==> config.mk <==
export PLATFORM = sky130hd
export DESIGN_NAME = blt_ctrl
export DESIGN_NICKNAME = d
export VERILOG_FILES = /design/src/core/blt_pkg.sv /design/src/core/blt_ctrl.sv /design/src/core/blt_offset_apply.sv
export VERILOG_INCLUDE_DIRS = /design/src /design/src/core
export SDC_FILE = /design/constraint.sdc
export NUM_CORES = 1
export LEC_CHECK = 0
export BUFFER_PORTS_ARGS = -buffer_cell sky130_fd_sc_hd__buf_2
export CORE_AREA = 2 2 101 127
export CTS_BUF_LIST = sky130_fd_sc_hd__clkbuf_4
export DETAILED_ROUTE_END_ITERATION = 7
export DIE_AREA = 0 0 103 129
export PLACE_DENSITY_LB_ADDON = 0.1
export SLEW_MARGIN = 20
export SYNTH_ARGS = -nofsm -noshare
export SYNTH_HDL_FRONTEND = slang
export SYNTH_SLANG_ARGS = --single-unit
==> constraint.sdc <==
create_clock -name ref_clk -period 3.8 [get_ports ref_clk]
set_input_delay 0 -clock ref_clk [delete_from_list [all_inputs] [get_ports ref_clk]]
set_output_delay 0 -clock ref_clk [all_outputs]
set_load 0.005 [all_outputs]
==> src/core/blt_consts.svh <==
// Purpose: offsets, field positions and reset values of the black level
//          threshold control block
// Assumes: 32-bit classic Wishbone, one register per aligned word
// Notes:   definitions only
`ifndef BLT_CONSTS_SVH
`define BLT_CONSTS_SVH

`define BLT_ADDR_W 5
`define BLT_OFS_THRESH 5'h00
`define BLT_OFS_GREEN1 5'h04
`define BLT_OFS_GREEN2 5'h08
`define BLT_OFS_CORR 5'h0c
`define BLT_OFS_STATUS 5'h10

`define BLT_FLOOR_LSB 0
`define BLT_FLOOR_MSB 5
`define BLT_OVR_BIT 7
`define BLT_CEIL_LSB 8
`define BLT_CEIL_MSB 14
`define BLT_GIND_BIT 15
`define BLT_SIGN_BIT 8

`define BLT_FLOOR_RST 6'h04
`define BLT_CEIL_STEP 7'h05
`define BLT_THRESH_RST 16'h0904
`define BLT_THRESH_MASK 16'hffbf
`define BLT_SMAG_MASK 16'h01ff
`define BLT_CORR_MASK 16'h0007
`define BLT_CORR_RST 16'h0000

`endif

==> src/core/blt_pkg.sv <==
// Purpose: types shared by the black level threshold control files
// Assumes: field layout from blt_consts.svh
// Notes:   structs map one to one onto register bits, except blt_limits_t, which orders the working limits differently
package blt_pkg;

	typedef struct packed {
		logic gainIndep;
		logic [6:0] ceiling;
		logic override;
		logic rsvd;
		logic [5:0] floorLim;
	} blt_thresh_t;

	typedef struct packed {
		logic sign;
		logic [7:0] mag;
	} blt_smag_t;

	typedef struct packed {
		logic [1:0] calMode;
		logic manual;
	} blt_corr_t;

	typedef struct packed {
		logic [5:0] floorLim;
		logic [6:0] ceiling;
	} blt_limits_t;

endpackage

==> src/core/blt_ctrl.sv <==
// Purpose: black level threshold and offset correction control
// Assumes: classic Wishbone slave on ref_clk, averaging engine on same clock
// Notes:   registers reached over Wishbone, one word each
//          0x00 thresholds and their mode bits, 0x04 and 0x08 green offsets,
//          0x0c correction mode, 0x10 read-only working limits and enable
//          A write stores on the take edge, the same edge that raises ack
//          Unmapped words are acked, ignored on write and read as zero
//          Working limits and corrected offsets are registered outputs
//          The averaging engine shares ref_clk, so its inputs need no sync
// How it works
// Lower threshold is six bits at 5:0, resets to four LSBs.
// Override bit 7 freezes both thresholds at programmed values.
// Upper threshold is seven bits at 14:8, defaults to lower plus five.
// Override set makes internal black level maximum equal programmed upper.
// Gain bit 15 without override reloads maximum after each averaging restart.
// Gain bit 15 takes lower threshold straight from programmed field.
// First green offset is sign-magnitude, bit 8 sign, 1 negative.
// Second green offset uses the same sign-magnitude form.
// Manual bit applies programmed offsets instead of automatic correction.
// Mode 00 during ADC only, 10 continuous, X1 disables correction.
// All fields reset to defaults; reserved bits read zero.
//
// Design decisions made here: the Wishbone interface to the registers and the register offsets.
`timescale 1ns/1ps
`default_nettype none
`include "blt_consts.svh"
module blt_ctrl
	import blt_pkg::*;
(
	// Clock and reset
	input wire logic ref_clk,
	input wire logic sys_rst,
	// Wishbone slave
	input wire logic wb_cyc_i,
	input wire logic wb_stb_i,
	input wire logic wb_we_i,
	input wire logic [`BLT_ADDR_W-1:0] wb_adr_i,
	input wire logic [3:0] wb_sel_i,
	input wire logic [31:0] wb_dat_i,
	output logic [31:0] wb_dat_o,
	output logic wb_ack_o,
	// Averaging engine
	input wire logic avgRestart,
	input wire logic avgValid,
	input wire logic [6:0] avgLevel,
	input wire logic adcActive,
	input wire blt_smag_t autoGreen1,
	input wire blt_smag_t autoGreen2,
	// Results
	output blt_limits_t activeLimits,
	output logic [9:0] firstGreenCorr,
	output logic [9:0] secondGreenCorr,
	output logic corrEnable
);

	// Register file and working state
	blt_thresh_t threshReg;
	blt_smag_t firstGreenOffsetReg;
	blt_smag_t secondGreenOffsetReg;
	blt_corr_t corrReg;
	logic [5:0] floorReg;
	logic [6:0] ceilReg;
	logic ackReg;
	logic [31:0] datReg;
	logic [9:0] g1Reg;
	logic [9:0] g2Reg;
	logic corrOnReg;

	// Bus and datapath nets
	logic busReq;
	logic wrEn;
	logic rdEn;
	logic [31:0] byteMask;
	logic [31:0] rdData;
	logic [15:0] threshNext;
	logic [15:0] g1Next;
	logic [15:0] g2Next;
	logic [15:0] corrNext;
	logic [1:0][9:0] offsetOut;
	logic corrOn;
	logic [6:0] floorExt;

	// One request per handshake; ack drops the cycle after it rose
	assign busReq = wb_cyc_i && wb_stb_i && !ackReg;
	assign wrEn = busReq && wb_we_i;
	assign rdEn = busReq && !wb_we_i;

	// Register word decode
	logic hitThresh;
	logic hitGreen1;
	logic hitGreen2;
	logic hitCorr;
	logic wrThresh;
	logic wrGreen1;
	logic wrGreen2;
	logic wrCorr;

	assign hitThresh = wb_adr_i == `BLT_OFS_THRESH;
	assign hitGreen1 = wb_adr_i == `BLT_OFS_GREEN1;
	assign hitGreen2 = wb_adr_i == `BLT_OFS_GREEN2;
	assign hitCorr = wb_adr_i == `BLT_OFS_CORR;
	// Writes store on the take edge, the same edge that raises ack
	assign wrThresh = wrEn && hitThresh;
	assign wrGreen1 = wrEn && hitGreen1;
	assign wrGreen2 = wrEn && hitGreen2;
	assign wrCorr = wrEn && hitCorr;

	always_comb begin
		byteMask = {{8{wb_sel_i[3]}}, {8{wb_sel_i[2]}},
			{8{wb_sel_i[1]}}, {8{wb_sel_i[0]}}};
	end

	function automatic logic [15:0] merge(input logic [15:0] old,
		input logic [31:0] dat, input logic [31:0] m,
		input logic [15:0] keep);
		logic [15:0] res;
		res = (old & ~m[15:0]) | (dat[15:0] & m[15:0]);
		return res & keep;
	endfunction

	assign threshNext = merge(threshReg, wb_dat_i, byteMask,
		`BLT_THRESH_MASK);
	assign g1Next = merge({7'h00, firstGreenOffsetReg}, wb_dat_i,
		byteMask, `BLT_SMAG_MASK);
	assign g2Next = merge({7'h00, secondGreenOffsetReg}, wb_dat_i,
		byteMask, `BLT_SMAG_MASK);
	assign corrNext = merge({13'h0000, corrReg}, wb_dat_i, byteMask,
		`BLT_CORR_MASK);

	// Threshold control register
	always_ff @(posedge ref_clk or posedge sys_rst) begin
		if (sys_rst)
			threshReg <= `BLT_THRESH_RST;
		else if (wrThresh)
			threshReg <= threshNext;
	end

	// First green offset
	always_ff @(posedge ref_clk or posedge sys_rst) begin
		if (sys_rst)
			firstGreenOffsetReg <= 9'h000;
		else if (wrGreen1)
			firstGreenOffsetReg <= g1Next[8:0];
	end

	// Second green offset
	always_ff @(posedge ref_clk or posedge sys_rst) begin
		if (sys_rst)
			secondGreenOffsetReg <= 9'h000;
		else if (wrGreen2)
			secondGreenOffsetReg <= g2Next[8:0];
	end

	// Correction mode and manual override
	always_ff @(posedge ref_clk or posedge sys_rst) begin
		if (sys_rst)
			corrReg <= 3'h0;
		else if (wrCorr)
			corrReg <= corrNext[2:0];
	end

	assign floorExt = {1'b0, floorReg};

	// Which threshold source drives the working limits
	logic fixedBoth;
	logic fixedFloor;
	logic reloadCeil;

	assign fixedBoth = threshReg.override;
	assign fixedFloor = threshReg.override || threshReg.gainIndep;
	assign reloadCeil = avgRestart && threshReg.gainIndep;

	// Tracking decisions for one averaged sample
	logic levelHigh;
	logic levelLow;
	logic floorCanRise;
	logic floorCanFall;
	logic ceilCanRise;
	logic ceilCanFall;
	logic [6:0] restartCeil;

	assign levelHigh = avgValid && avgLevel > ceilReg;
	assign levelLow = avgValid && avgLevel < floorExt;
	assign floorCanRise = floorReg != 6'h3f;
	assign floorCanFall = floorReg != 6'h00;
	assign ceilCanRise = ceilReg != 7'h7f;
	// Ceiling never tracks below the floor
	assign ceilCanFall = ceilReg > floorExt;
	// A restart rebuilds the ceiling from the reset floor, not the old one
	assign restartCeil = `BLT_FLOOR_RST + `BLT_CEIL_STEP;

	// Working lower threshold; programmed sources win over tracking
	// so a mode change takes effect on the next edge
	always_ff @(posedge ref_clk or posedge sys_rst) begin
		if (sys_rst)
			floorReg <= `BLT_FLOOR_RST;
		else if (fixedFloor)
			floorReg <= threshReg.floorLim;
		else if (avgRestart)
			floorReg <= `BLT_FLOOR_RST;
		else if (levelHigh && floorCanRise)
			floorReg <= floorReg + 6'h01;
		else if (levelLow && floorCanFall)
			floorReg <= floorReg - 6'h01;
	end

	// Working black level maximum; a reload on restart beats tracking
	// because the averaging engine starts over from the new bounds
	always_ff @(posedge ref_clk or posedge sys_rst) begin
		if (sys_rst)
			ceilReg <= `BLT_FLOOR_RST + `BLT_CEIL_STEP;
		else if (fixedBoth)
			ceilReg <= threshReg.ceiling;
		else if (reloadCeil)
			ceilReg <= threshReg.ceiling;
		else if (avgRestart)
			ceilReg <= restartCeil;
		else if (levelHigh && ceilCanRise)
			ceilReg <= ceilReg + 7'h01;
		else if (levelLow && ceilCanFall)
			ceilReg <= ceilReg - 7'h01;
	end

	// Offset pairs, index 0 is the first green
	blt_smag_t [1:0] progPair;
	blt_smag_t [1:0] autoPair;

	assign progPair = {secondGreenOffsetReg, firstGreenOffsetReg};
	assign autoPair = {autoGreen2, autoGreen1};

	blt_offset_apply uApply (
		.corr(corrReg),
		.adcActive(adcActive),
		.progOffset(progPair),
		.autoOffset(autoPair),
		.offsetOut(offsetOut),
		.corrOn(corrOn)
	);

	// Registered offsets, zero while correction is off
	always_ff @(posedge ref_clk or posedge sys_rst) begin
		if (sys_rst) begin
			g1Reg <= 10'h000;
			g2Reg <= 10'h000;
		end else begin
			g1Reg <= offsetOut[0];
			g2Reg <= offsetOut[1];
		end
	end

	// Registered correction enable, aligned with the offsets
	always_ff @(posedge ref_clk or posedge sys_rst) begin
		if (sys_rst)
			corrOnReg <= 1'b0;
		else
			corrOnReg <= corrOn;
	end

	// Read words, reserved and unused bits tied low
	logic [31:0] rdThresh;
	logic [31:0] rdGreen1;
	logic [31:0] rdGreen2;
	logic [31:0] rdCorr;
	logic [31:0] rdStatus;

	assign rdThresh = {16'h0000, threshReg};
	assign rdGreen1 = {23'h000000, firstGreenOffsetReg};
	assign rdGreen2 = {23'h000000, secondGreenOffsetReg};
	assign rdCorr = {29'h00000000, corrReg};
	assign rdStatus = {15'h0000, corrOnReg,
		1'b0, ceilReg, 2'b00, floorReg};

	// Read mux; unmapped words read zero
	always_comb begin
		unique case (wb_adr_i)
			`BLT_OFS_THRESH: rdData = rdThresh;
			`BLT_OFS_GREEN1: rdData = rdGreen1;
			`BLT_OFS_GREEN2: rdData = rdGreen2;
			`BLT_OFS_CORR: rdData = rdCorr;
			`BLT_OFS_STATUS: rdData = rdStatus;
			default: rdData = 32'h00000000;
		endcase
	end

	// Ack answers every taken request one cycle later, mapped or not
	always_ff @(posedge ref_clk or posedge sys_rst) begin
		if (sys_rst)
			ackReg <= 1'b0;
		else
			ackReg <= busReq;
	end

	// Read data is captured with the take and held until the next read
	always_ff @(posedge ref_clk or posedge sys_rst) begin
		if (sys_rst)
			datReg <= 32'h00000000;
		else if (rdEn)
			datReg <= rdData;
	end

	assign wb_ack_o = ackReg;
	assign wb_dat_o = datReg;
	assign activeLimits = '{floorLim: floorReg, ceiling: ceilReg};
	assign firstGreenCorr = g1Reg;
	assign secondGreenCorr = g2Reg;
	assign corrEnable = corrOnReg;

endmodule
`default_nettype wire

==> src/core/blt_offset_apply.sv <==
// Purpose: picks and gates the analog offset correction for both greens
// Assumes: all inputs on ref_clk, combinational
// Notes:   output is two's complement, zero when correction is off
`timescale 1ns/1ps
`default_nettype none
module blt_offset_apply
	import blt_pkg::*;
(
	// Configuration
	input wire blt_corr_t corr,
	input wire logic adcActive,
	// Programmed and automatic values, index 0 = first green
	input wire blt_smag_t [1:0] progOffset,
	input wire blt_smag_t [1:0] autoOffset,
	// Result
	output logic [1:0][9:0] offsetOut,
	output logic corrOn
);

	always_comb begin
		if (corr.calMode[0])
			corrOn = 1'b0;
		else if (corr.calMode[1])
			corrOn = 1'b1;
		else
			corrOn = adcActive;
	end

	genvar g;
	generate
		for (g = 0; g < 2; g++) begin : gChan
			blt_smag_t sel;
			logic [9:0] mag10;
			assign sel = corr.manual ? progOffset[g] : autoOffset[g];
			assign mag10 = {2'b00, sel.mag};
			// Sign bit set means negative
			assign offsetOut[g] = !corrOn ? 10'h000 :
				(sel.sign ? (~mag10 + 10'h001) : mag10);
		end
	endgenerate

endmodule
`default_nettype wire

==> impl_results.md, run 1 <==
* Status: complete, no violations
* CP startpoint kind: flop
* Io pins at 141
* Pre-antenna DRT Iters at 4
* Final worst path period share at 0.900
* Max_slew headroom at 0.358
* WHS Endpoint: wb_dat_o[7]
* GRT Overall Usage at 0.214
* Placer Congestion at 0.864
* Ys Warns at 0
* Clock slew at reported path FFs at between 0.1 and 0.15 ns
* # resized after CTS at 0
* Critical R2R Launch: ceilReg[6]
* Die ar. at 0.0133 sq mm
* Crit end category: flop
* Most common library cell in the layout ignoring fill and taps: buf_2
* Clock root buffer: clkbuf_4
* Final #Nets at 772
* DR vias/cell at 5.23
* Crit-path max FO at 13
* Clock sinks at 88
* Port Buffer Count at about 110
* Depth of the most critical reg-to-reg path at 13
* First-pass GRT wire length at ~22,000 um
* Reg2reg setup slack at 0.38 ns
* Setup-failing EPs final at 0
* Largest net degree at the start of global routing at 55
* Crit Path Category: flop to flop
* Post-synth top area share at 0.387
* Clock Path Buffers at 2
* Fin util at 0.544
* Syn Std Cell Area at 0.00530 sq mm
* Routed wl met3 at 424 um
* Maxcap violations at 0
* Top_reg_cell synth: dfrtp_1
* Detail Placement HPWL at 10,500 um
* Slowest-stage cell, CP: dfrtp_1
* RSZ-0062 raised after global routing: false
* Wire length on met2 at approximately 7500 um
* Final Max Slew Viols at 0
* Buffers & Inverters on Critical Path at 2
* CP peak stage delay at 0.46 ns
* Largest area contributor in the netlist: dfrtp_1
* Setup TNS at 0 ns
* Synth Area per Inst at 10.3 sq um
* M1 wire length at 5510 um
* Highest routing layer actually used: met4
* Final WL at 13,700 um
* Via count of the first global-routing pass at roughly 4,500
* Distinct cells, synth at 62
* Leak at 3.21 nW
* Post-Place Cells at a little under 800
* Actual slew at the worst max-slew pin at ~0.96 ns
* Min-Delay Startpoint: wb_adr_i[0]
* Clock skew at 0.0132 ns
* Post-Layout Cell Count at 835
* Multi-input gate area at 0.00286 sq mm
* VDD IR max at about 0.33 mV
* Synth area leaders: dfrtp_1 39%, mux2_2 8.7%, ha_1 7.3%, mux2i_1 5.1%, nor2_1 4.0%
* Antenna Nets Post-Route at 0
* Initial antenna violation count at 1
* Initial core utilization at 0.440
* Post-Synthesis Cells at 515
* Flops & latches, synth at 88
* WP data arrival at ~3.8 ns
* Min Clock Period, post-route at 3.42 ns
* Post-synth EDFFs at 0
* H-tree depth at 3
* Average wire per standard cell at 16.3 um
* Initial drt markers at 143
* FFs w/ async S/R, synth at 1.00
* P&R area growth vs syn at 23.8%
* Overflow after GRT at 0
* Hold slack at 0.0192 ns
* R2R Path End: ceilReg[6]
* Crit path cell chain: inv_1, ha_1, a21oi_1, o21ai_0, o221ai_2, o21bai_4, inv_1, fa_1, o21ai_0, a31oi_1, xnor2_1, a32oi_1, o221ai_1
* Residual DRC at 0
* Share of cells above drive strength 1 at 0.300
* Reg area at about 0.0022 sq mm
* WHS Path Cells at 3
* CTS tree: done
* Site Rows at 45
* Critical path data required time at 4.13 ns
* Most frequent cells in the layout: 107 x buf_2, 82 x dfrtp_1, 56 x nor2_1
* Num CTS Buffers at 9
* Core area at 0.0120 sq mm
* Final hold vios at 0
* Later-pin clock latency in the skew report at between 0.4 and 0.5 ns
* Fmax at 292 MHz
* Power per cell area at 487 mW/mm^2
* Filler cells at 1,142
* HP Class: input port to flop
* Register area share after synthesis at 0.417
* Die W at 103 um
* Critical path's top delay family: compound AO/OA/AOI/OAI gates
* Vias after detailed routing at 4,368
* Die Y at between 100 and 150 um
* PnR Total Power at ~3.2 mW
## per-stage QoR
| step | instance area (sq um) | worst slack [ns] |
|---|---|---|
| 3_5_place_dp | 5950 | 0.334 |
| 3_3_place_gp | 5950 | 0.437 |
| 4_1_cts | 6540 | 0.301 |
| 6_report | 6560 | 0.379 |
| 2_1_floorplan | 5350 | 0.681 |
| 5_1_grt | 6560 | 0.0717 |
## cells by family (layout without fill, tap and decap cells)
logic type	count (synthesis)	count (layout)	share of synthesized area
compound gates	99	99	0.136
xor+xnor	20	20	0.0331
fa+ha+maj	33	33	0.0808
buf+inv	55	196	0.0536
flops	88	88	0.417
mux	69	69	0.141
other cells	1	16	0.000708
simple gates	150	150	0.138
## synth_stat cells (5+ instances only)
master / instances
a22oi_1: 9
mux2i_1: 27
nand3_1: 11
ha_1: 31
dfrtp_1: 82
nor3_1: 12
clkbuf_1: 8
o21ai_0: 17
a211oi_1: 5
xnor2_1: 15
dfstp_2: 6
a221oi_1: 13
nand4_1: 5
inv_1: 22
nand2_1: 30
nor2_1: 56
a21oi_1: 17
buf_4: 16
buf_2: 8
a21o_1: 5
mux2_2: 41
xor2_1: 5
## routing by layer
layer  vias up  track usage
met1      2131        0.246
li1       2120            -
met5         -            0
met3        20       0.0255
met4         0       0.0782
met2        97        0.399
## worst max path at each step
stage / endpoint / startpoint / cells past startpoint / slack (ns)
6_report: ceilReg[6] / ceilReg[6] / 13 / 0.38
5_1_grt: ceilReg[6] / ceilReg[6] / 13 / 0.07
4_1_cts: ceilReg[6] / ceilReg[6] / 13 / 0.30
3_5_place_dp: ceilReg[6] / ceilReg[6] / 13 / 0.33
3_3_place_gp: ceilReg[6] / ceilReg[6] / 13 / 0.44
2_1_floorplan: ceilReg[6] / ceilReg[3] / 13 / 0.68
## report_power, final
part	internal [mW]	leakage, nW	switching (mW)
clock network	0.338	0.0903	0.323
registers	1.05	1.15	0.125
logic	0.645	1.96	0.712
## area by class of cell
cell class / count / share of cell area
Multi-Input combinational cell: 386 / 0.435
Sequential cell: 88 / 0.337
Timing Repair Buffer: 158 / 0.155
Tap cell: 164 / 0.0313
Clock inverter: 6 / 0.0166
Inverter: 22 / 0.0128
Clock buffer: 10 / 0.0114
Antenna cell: 1 / 0.000381
## worst register-to-register path, cell delays in order (launching register included)
cell and delay, ns:
dfrtp_1 0.46, inv_1 0.14, ha_1 0.32, a21oi_1 0.13
o21ai_0 0.12, o221ai_2 0.36, o21bai_4 0.30, inv_1 0.10
fa_1 0.41, o21ai_0 0.29, a31oi_1 0.19, xnor2_1 0.15
a32oi_1 0.19, o221ai_1 0.14
## timing repair
action / 4_1_cts / 5_1_grt
hold endpoints to repair: 111 / 0
buffers inserted: 0 / 3
setup endpoints to repair: 0 / 1
hold buffers: 40 / 0
No activity file was read; power rests on OpenSTA's default activity.
==> inputs of run 2 (changes only) <==
- ABC_AREA: not set -> 1
- CORE_AREA: 2 2 101 127 -> 2 2 101 128
- DIE_AREA: 0 0 103 129 -> 0 0 103 130
==> run 2 against run 1 <==
  * Global-route usage rose by 2.5 points
  * Fmax up 13%
  * Final cell count rose by 21%
  * Sequential cell count is the same
  * Critical endpoint is now floorReg[4]
==> impl_results.md, run 2 <==
* Die W at 103 um
* Final worst path period share at 0.796
* Average wire per standard cell at 15.3 um
* Syn Std Cell Area at 0.00537 sq mm
* Share of cells above drive strength 1 at 0.214
* Crit-path max FO at 8
* Setup TNS at 0 ns
* Die ar. at 0.0134 sq mm
* Initial drt markers at 193
* Vias after detailed routing at just over 5,000
* HP Class: input port to flop
* Antenna Nets Post-Route at 0
* Pre-CTS setup slack at 0.862 ns
* Synth Area per Inst at 7.91 sq um
* Setup WS post-layout at between 0.7 and 0.8 ns
* Min Clock Period, post-route at 3.02 ns
* Distinct cells, synth at 48
* Int Power at 1.62 mW
* Final WL at 15,400 um
* Crit end category: flop
* Post-synth top area share at 0.382
* RSZ-0062 raised after global routing: false
* Slowest-stage cell, CP: dfstp_2
* Actual slew at the worst max-slew pin at 0.707 ns
* Pre-antenna DRT Iters at 5
* Overflow after GRT at 0
* Final Max Slew Viols at 0
* Setup-failing EPs final at 0
* PnR Total Power at 2.64 mW
* Initial core utilization at 0.436
* CP startpoint kind: flop
* Flop pwr share at 0.416
* Num CTS Buffers at 9
* Fmax at 331 MHz
* Clock slew at reported path FFs at ~0.15 ns
* WP data arrival at 3.42 ns
* Leak at between 3 and 4 nW
* Power per cell area at 399 mW/mm^2
* Maxcap violations at 0
* Post-Synthesis Cells at 679
* H-tree depth at 3
* Most frequent cells in the layout: 174 x nand2_1, 107 x buf_2, 81 x dfrtp_1
* Ys Warns at 0
* Post-CTS Setup Inserts at 0
* Switching Share at 0.388
* P&R area growth vs syn at 23.5%
* Top_reg_cell synth: dfrtp_1
* Most common library cell in the layout ignoring fill and taps: nand2_1
* FFs w/ async S/R, synth at 1.00
* Placer Congestion at about 0.96
* Final hold vios at 0
* Count leader, synth: nand2_1
* Largest net degree at the start of global routing at 57
* Initial antenna violation count at 1
* Site Rows at 46
* Crit Path Category: flop to flop
* Later-pin clock latency in the skew report at 0.46 ns
* Core area at 0.0123 sq mm
* Clock power share at 0.204
* Residual DRC at 0
* GRT Overall Usage at 0.239
* Post-synth EDFFs at 0
* Synth area leaders: dfrtp_1 38%, nand2_1 12%, ha_1 7.2%, inv_1 5.7%, o21ai_1 4.3%
* Io pins at between 100 and 150
* Detail Placement HPWL at between 10,000 and 15,000 um
* Combinational share of power at 0.380
* Clock sinks at 88
* Port Buffer Count at 107
* Clock Path Buffers at 2
* Final #Nets at 941
* Die Y at roughly 130 um
* Critical path data required time at approximately 4.2 ns
* Clock root buffer: clkbuf_4
* Crit path cell chain: inv_1, ha_1, nand2_1, nor2_2, a21boi_2, nand3_1, ha_1, inv_1, o21bai_1, a21oi_1, xor2_1, o21ai_0, nand2_1, o21ai_1
* Register area share after synthesis at 0.412
* Clock skew at 0.0220 ns
* Via count of the first global-routing pass at 5,004
* CP peak stage delay at 0.63 ns
* Sw Pwr at 1.02 mW
* VDD IR max at 0.191 mV
* CTS tree: done
* DR vias/cell at 5.05
* Largest area contributor in the netlist: dfrtp_1
* Hold slack at 0.0144 ns
* Max_slew headroom at 0.529
* Flops & latches, synth at 88
* Top post-synthesis cells by count: 174 x nand2_1, 82 x dfrtp_1, 81 x inv_1, 46 x o21ai_1, 34 x o21ai_0
* First-pass GRT wire length at 24,500 um
* Status: complete, no violations
[run 2: cell types whose count changed after synthesis, moves of 12 or more]
cell and delta:
nand2_1 +144, inv_1 +59, o21ai_1 +42, mux2_2 -38
mux2i_1 -26, nor2_1 -24, o21ai_0 +17, a21oi_1 +15
o22ai_1 +15, xnor2_1 -14, a221oi_1 -13, nand2_2 +12
[run 2: worst paths after layout]
check	start	to	slack, ns	cells past startpoint
hold / removal	adcActive	firstGreenCorr[0]	0.01	4
hold reg to reg	wb_dat_o[13]	wb_dat_o[13]	0.49	2
min in group asynchronous	sys_rst	wb_dat_o[9]	0.20	3
max in group asynchronous	sys_rst	asynchronous set/reset pin	2.63	4
setup / recovery	ceilReg[3]	floorReg[4]	0.78	14
setup reg to reg	ceilReg[3]	floorReg[4]	0.78	14
[run 2: layout make-up]
| class | instances | area (sq um) |
|---|---|---|
| fillers | 1243 | 5690 |
| multi-input cells | 487 | 2680 |
| diodes | 1 | 2.50 |
| repair buffers | 160 | 1060 |
| inverters | 88 | 333 |
| flip-flops and latches | 88 | 2210 |
| clock inverters | 5 | 57.6 |
| well taps | 168 | 210 |
| clock buffers | 10 | 75.1 |
[run 2: power groups by stage]
stage / combinational (mW) / clock [mW] / sequential (mW)
CTS: 0.999 / 0.556 / 1.10
global route: 1.15 / 0.593 / 1.11
finish: 1.00 / 0.540 / 1.10
floorplan: 0.694 / 0 / 1.10
global placement: 0.924 / 0 / 1.12
detailed placement: 0.953 / 0 / 1.12
[run 2: metrics by stage]
step | cell area, sq um | util | instances
after floorplan | 5420 | - | 693
after CTS | 6620 | 0.538 | 1006
after detailed placement | 5990 | 0.486 | 941
final | 6630 | 0.538 | 1007
after global placement | 5990 | 0.486 | 941
after global routing | 6630 | 0.538 | 1007
[run 2: what timing repair did]
action | 4_1_cts | 5_1_grt
resized for setup | 0 | 0
hold buffers | 50 | 0
hold endpoints to repair | 117 | 0
[run 2: cells by family (layout without fill, tap and decap cells)]
kind of cell | Yosys count | after routing | share of synthesized area
AND/OR/NAND/NOR | 274 | 274 | 0.225
AO/OA/AOI/OAI | 159 | 159 | 0.172
buffers and inverters | 118 | 263 | 0.0998
flip-flops | 88 | 88 | 0.412
adder cells (fa/ha/maj) | 33 | 33 | 0.0797
multiplexers | 4 | 4 | 0.00816
XOR/XNOR | 2 | 2 | 0.00326
other | 1 | 16 | 0.000699
[run 2: per-layer routing]
layer,up-vias,wire length (um),GRT usage
met2,136,8300,0.446
met5,-,0,0
met3,22,534,0.0321
li1,2526,-,-
met1,2399,6310,0.277
met4,0,300,0.0805
[run 2: worst max-delay path, delay by kind of cell, from the launching register on]
family,cells,cell delay [ns]
adder cells (fa/ha/maj),2,0.73
flip-flops,1,0.63
AND/OR/NAND/NOR,4,0.51
XOR/XNOR,1,0.15
AO/OA/AOI/OAI,5,0.75
buffers and inverters,2,0.20
==> inputs of run 3 (changes only) <==
- ABC_AREA: 1 -> 0
- CORE_AREA: 2 2 101 128 -> 2 2 101 127
- DIE_AREA: 0 0 103 130 -> 0 0 103 129
- clock period: 3.8 -> 2.9 ns (I/O delays scaled with it)
==> run 3 against run 2 <==
  * The flow now finishes with violations (negative setup slack)
  * Worst hold slack improved by 0.017 ns
  * Combinational power increased by 140%
  * Via count decreased by 12%
  * Clock skew is 0.0049 ns lower
  * Die area shrank 0.77%
  * Global-route usage decreased by 1.9 points
  * Design area increased by 4.5%
  * Fmax down 0.82%
  * Final cell count shrank 15%
  * Critical path type unchanged
  * Largest cell class unchanged
  * Largest power group is now combinational logic
==> impl_results.md, run 3 (same netlist as run 1, synthesis figures left out) <==
* Average wire per standard cell at 16.6 um
* Crit Path Category: flop to flop
* DR vias/cell at 5.21
* Leak at 3.32 nW
* Num CTS Buffers at 9
* Final WL at 14,300 um
* Multi-input gate area at 0.00308 sq mm
* Reg area at 0.00221 sq mm
* Combinational share of power at 0.517
* P&R area growth vs syn at 30.8%
* GRT Overall Usage at 0.220
* Crit end category: flop
* Final Max Slew Viols at 0
* Detail Placement HPWL at 10,700 um
* Io pins at around 140
* Final hold vios at 0
* Switching Share at 0.382
* Final #Nets at 795
* Later-pin clock latency in the skew report at roughly 0.43 ns
* Most frequent cells in the layout: 107 x buf_2, 82 x dfrtp_1, 56 x nor2_1
* WP data arrival at approximately 3.4 ns
* Crit-path max FO at 5
* Final worst path period share at 1.05
* Flop pwr share at 0.331
* Via count of the first global-routing pass at ~4,500
* Initial antenna violation count at 1
* Fmax at 328 MHz
* CP startpoint kind: flop
* Initial core utilization at 0.440
* Initial drt markers at 119
* Setup-failing EPs final at 5
* Most common library cell in the layout ignoring fill and taps: buf_2
* Core area at 0.0120 sq mm
* HP Class: input port to flop
* Clock skew at 0.0171 ns
* Int Power at ~2.8 mW
* Residual DRC at 0
* Pre-antenna DRT Iters at 4
* Clock Path Buffers at 2
* Share of cells above drive strength 1 at 0.359
* Filler cells at between 1,000 and 1,500
* Failing checks: negative setup slack
* Min Clock Period, post-route at approximately 3.0 ns
* Setup WS post-layout at -0.149 ns
* RSZ-0062 raised after global routing: true
* Clock power share at 0.152
* Placer Congestion at 0.851
* Setup TNS at -0.472 ns
* Pre-CTS setup slack at -0.0579 ns
* Post-Place Cells at between 700 and 800
* VDD IR max at between 0.5 and 0.6 mV
* Overflow after GRT at 0
* First-pass GRT wire length at 22,700 um
* H-tree depth at 3
* Clock root buffer: clkbuf_4
* Port Buffer Count at 107
* Actual slew at the worst max-slew pin at between 0.8 and 0.9 ns
* Clock sinks at 88
* Hold slack at between 0.03 and 0.04 ns
* Site Rows at 45
* Critical path data required time at 3.23 ns
* Sw Pwr at 1.74 mW
* Power per cell area at 658 mW/mm^2
* Clock slew at reported path FFs at 0.14 ns
* Maxcap violations at 0
* Min-Delay Startpoint: wb_adr_i[3]
* Die ar. at 0.0133 sq mm
* Max_slew headroom at 0.403
* Post-Layout Cell Count at 858
* CTS tree: done
* Fin util at 0.575
* Critical R2R Launch: ceilReg[3]
* Status: finished with violations
* Crit path from: ceilReg[3]
* Die W at 103 um
* Die Y at 129 um
* Vias after detailed routing at about 4,500
* Largest net degree at the start of global routing at 52
* Antenna Nets Post-Route at 0
==> run 3: per-layer routing <==
layer	part of all wire	vias to the layer above	track usage
li1	-	2173	-
met1	0.41	2189	0.259
met2	0.55	90	0.406
met3	0.032	18	0.0299
met4	0.014	0	0.0673
met5	0	-	0
==> run 3: worst paths after layout <==
kind | endpoint | slack (ns) | cells past startpoint
worst max-delay path | floorReg[5] | -0.15 | 13
worst min-delay path | wb_dat_o[7] | 0.03 | 4
worst max register to register | floorReg[5] | -0.15 | 13
worst min register to register | wb_dat_o[16] | 0.48 | 2
max in group asynchronous | ceilReg[3] | 1.80 | 4
min in group asynchronous | firstGreenCorr[7] | 0.25 | 3
==> run 3: power groups by stage <==
stage               Combinational (mW)  Sequential, mW  Clock [mW]
finish                            2.36            1.51       0.693
global route                      2.60            1.53       0.775
CTS                               1.98            1.50       0.722
detailed placement                1.91            1.52           0
global placement                  1.86            1.52           0
floorplan                         1.28            1.55           0
==> run 3: cell type report <==
class | count | share of cell area
multi-input combinational | 387 | 0.445
tap | 164 | 0.0296
timing repair buffer | 180 | 0.174
clock buffer | 9 | 0.00975
clock inverter | 7 | 0.0105
sequential | 88 | 0.319
inverter | 22 | 0.0125
antenna | 1 | 0.000361
==> run 3: worst max-delay path: stages, from the launching register on <==
cell and delay, ns:
dfstp_2 0.56, inv_2 0.05, ha_4 0.25, nand4_1 0.18, a21oi_2 0.22, o221ai_4 0.15
or2_4 0.34, ha_4 0.24, a211oi_4 0.22, o21bai_1 0.11, a21oi_2 0.21, o21a_1 0.14
a21oi_1 0.07, o32ai_2 0.22
==> run 3: per-stage QoR <==
stage	instance area [sq um]	total power [mW]
2_1_floorplan	5380	2.82
6_report	6930	4.56
5_1_grt	6930	4.90
4_1_cts	6690	4.20
3_3_place_gp	6100	3.38
3_5_place_dp	6100	3.43
==> run 3: what timing repair did <==
action,in CTS,in global routing
endpoints found under the hold margin,114,0
hold buffers,43,0
endpoints found under the setup margin,3,5
gates resized for setup,1,28
buffers inserted,2,5
cloned,0,1
pin swaps,1,23
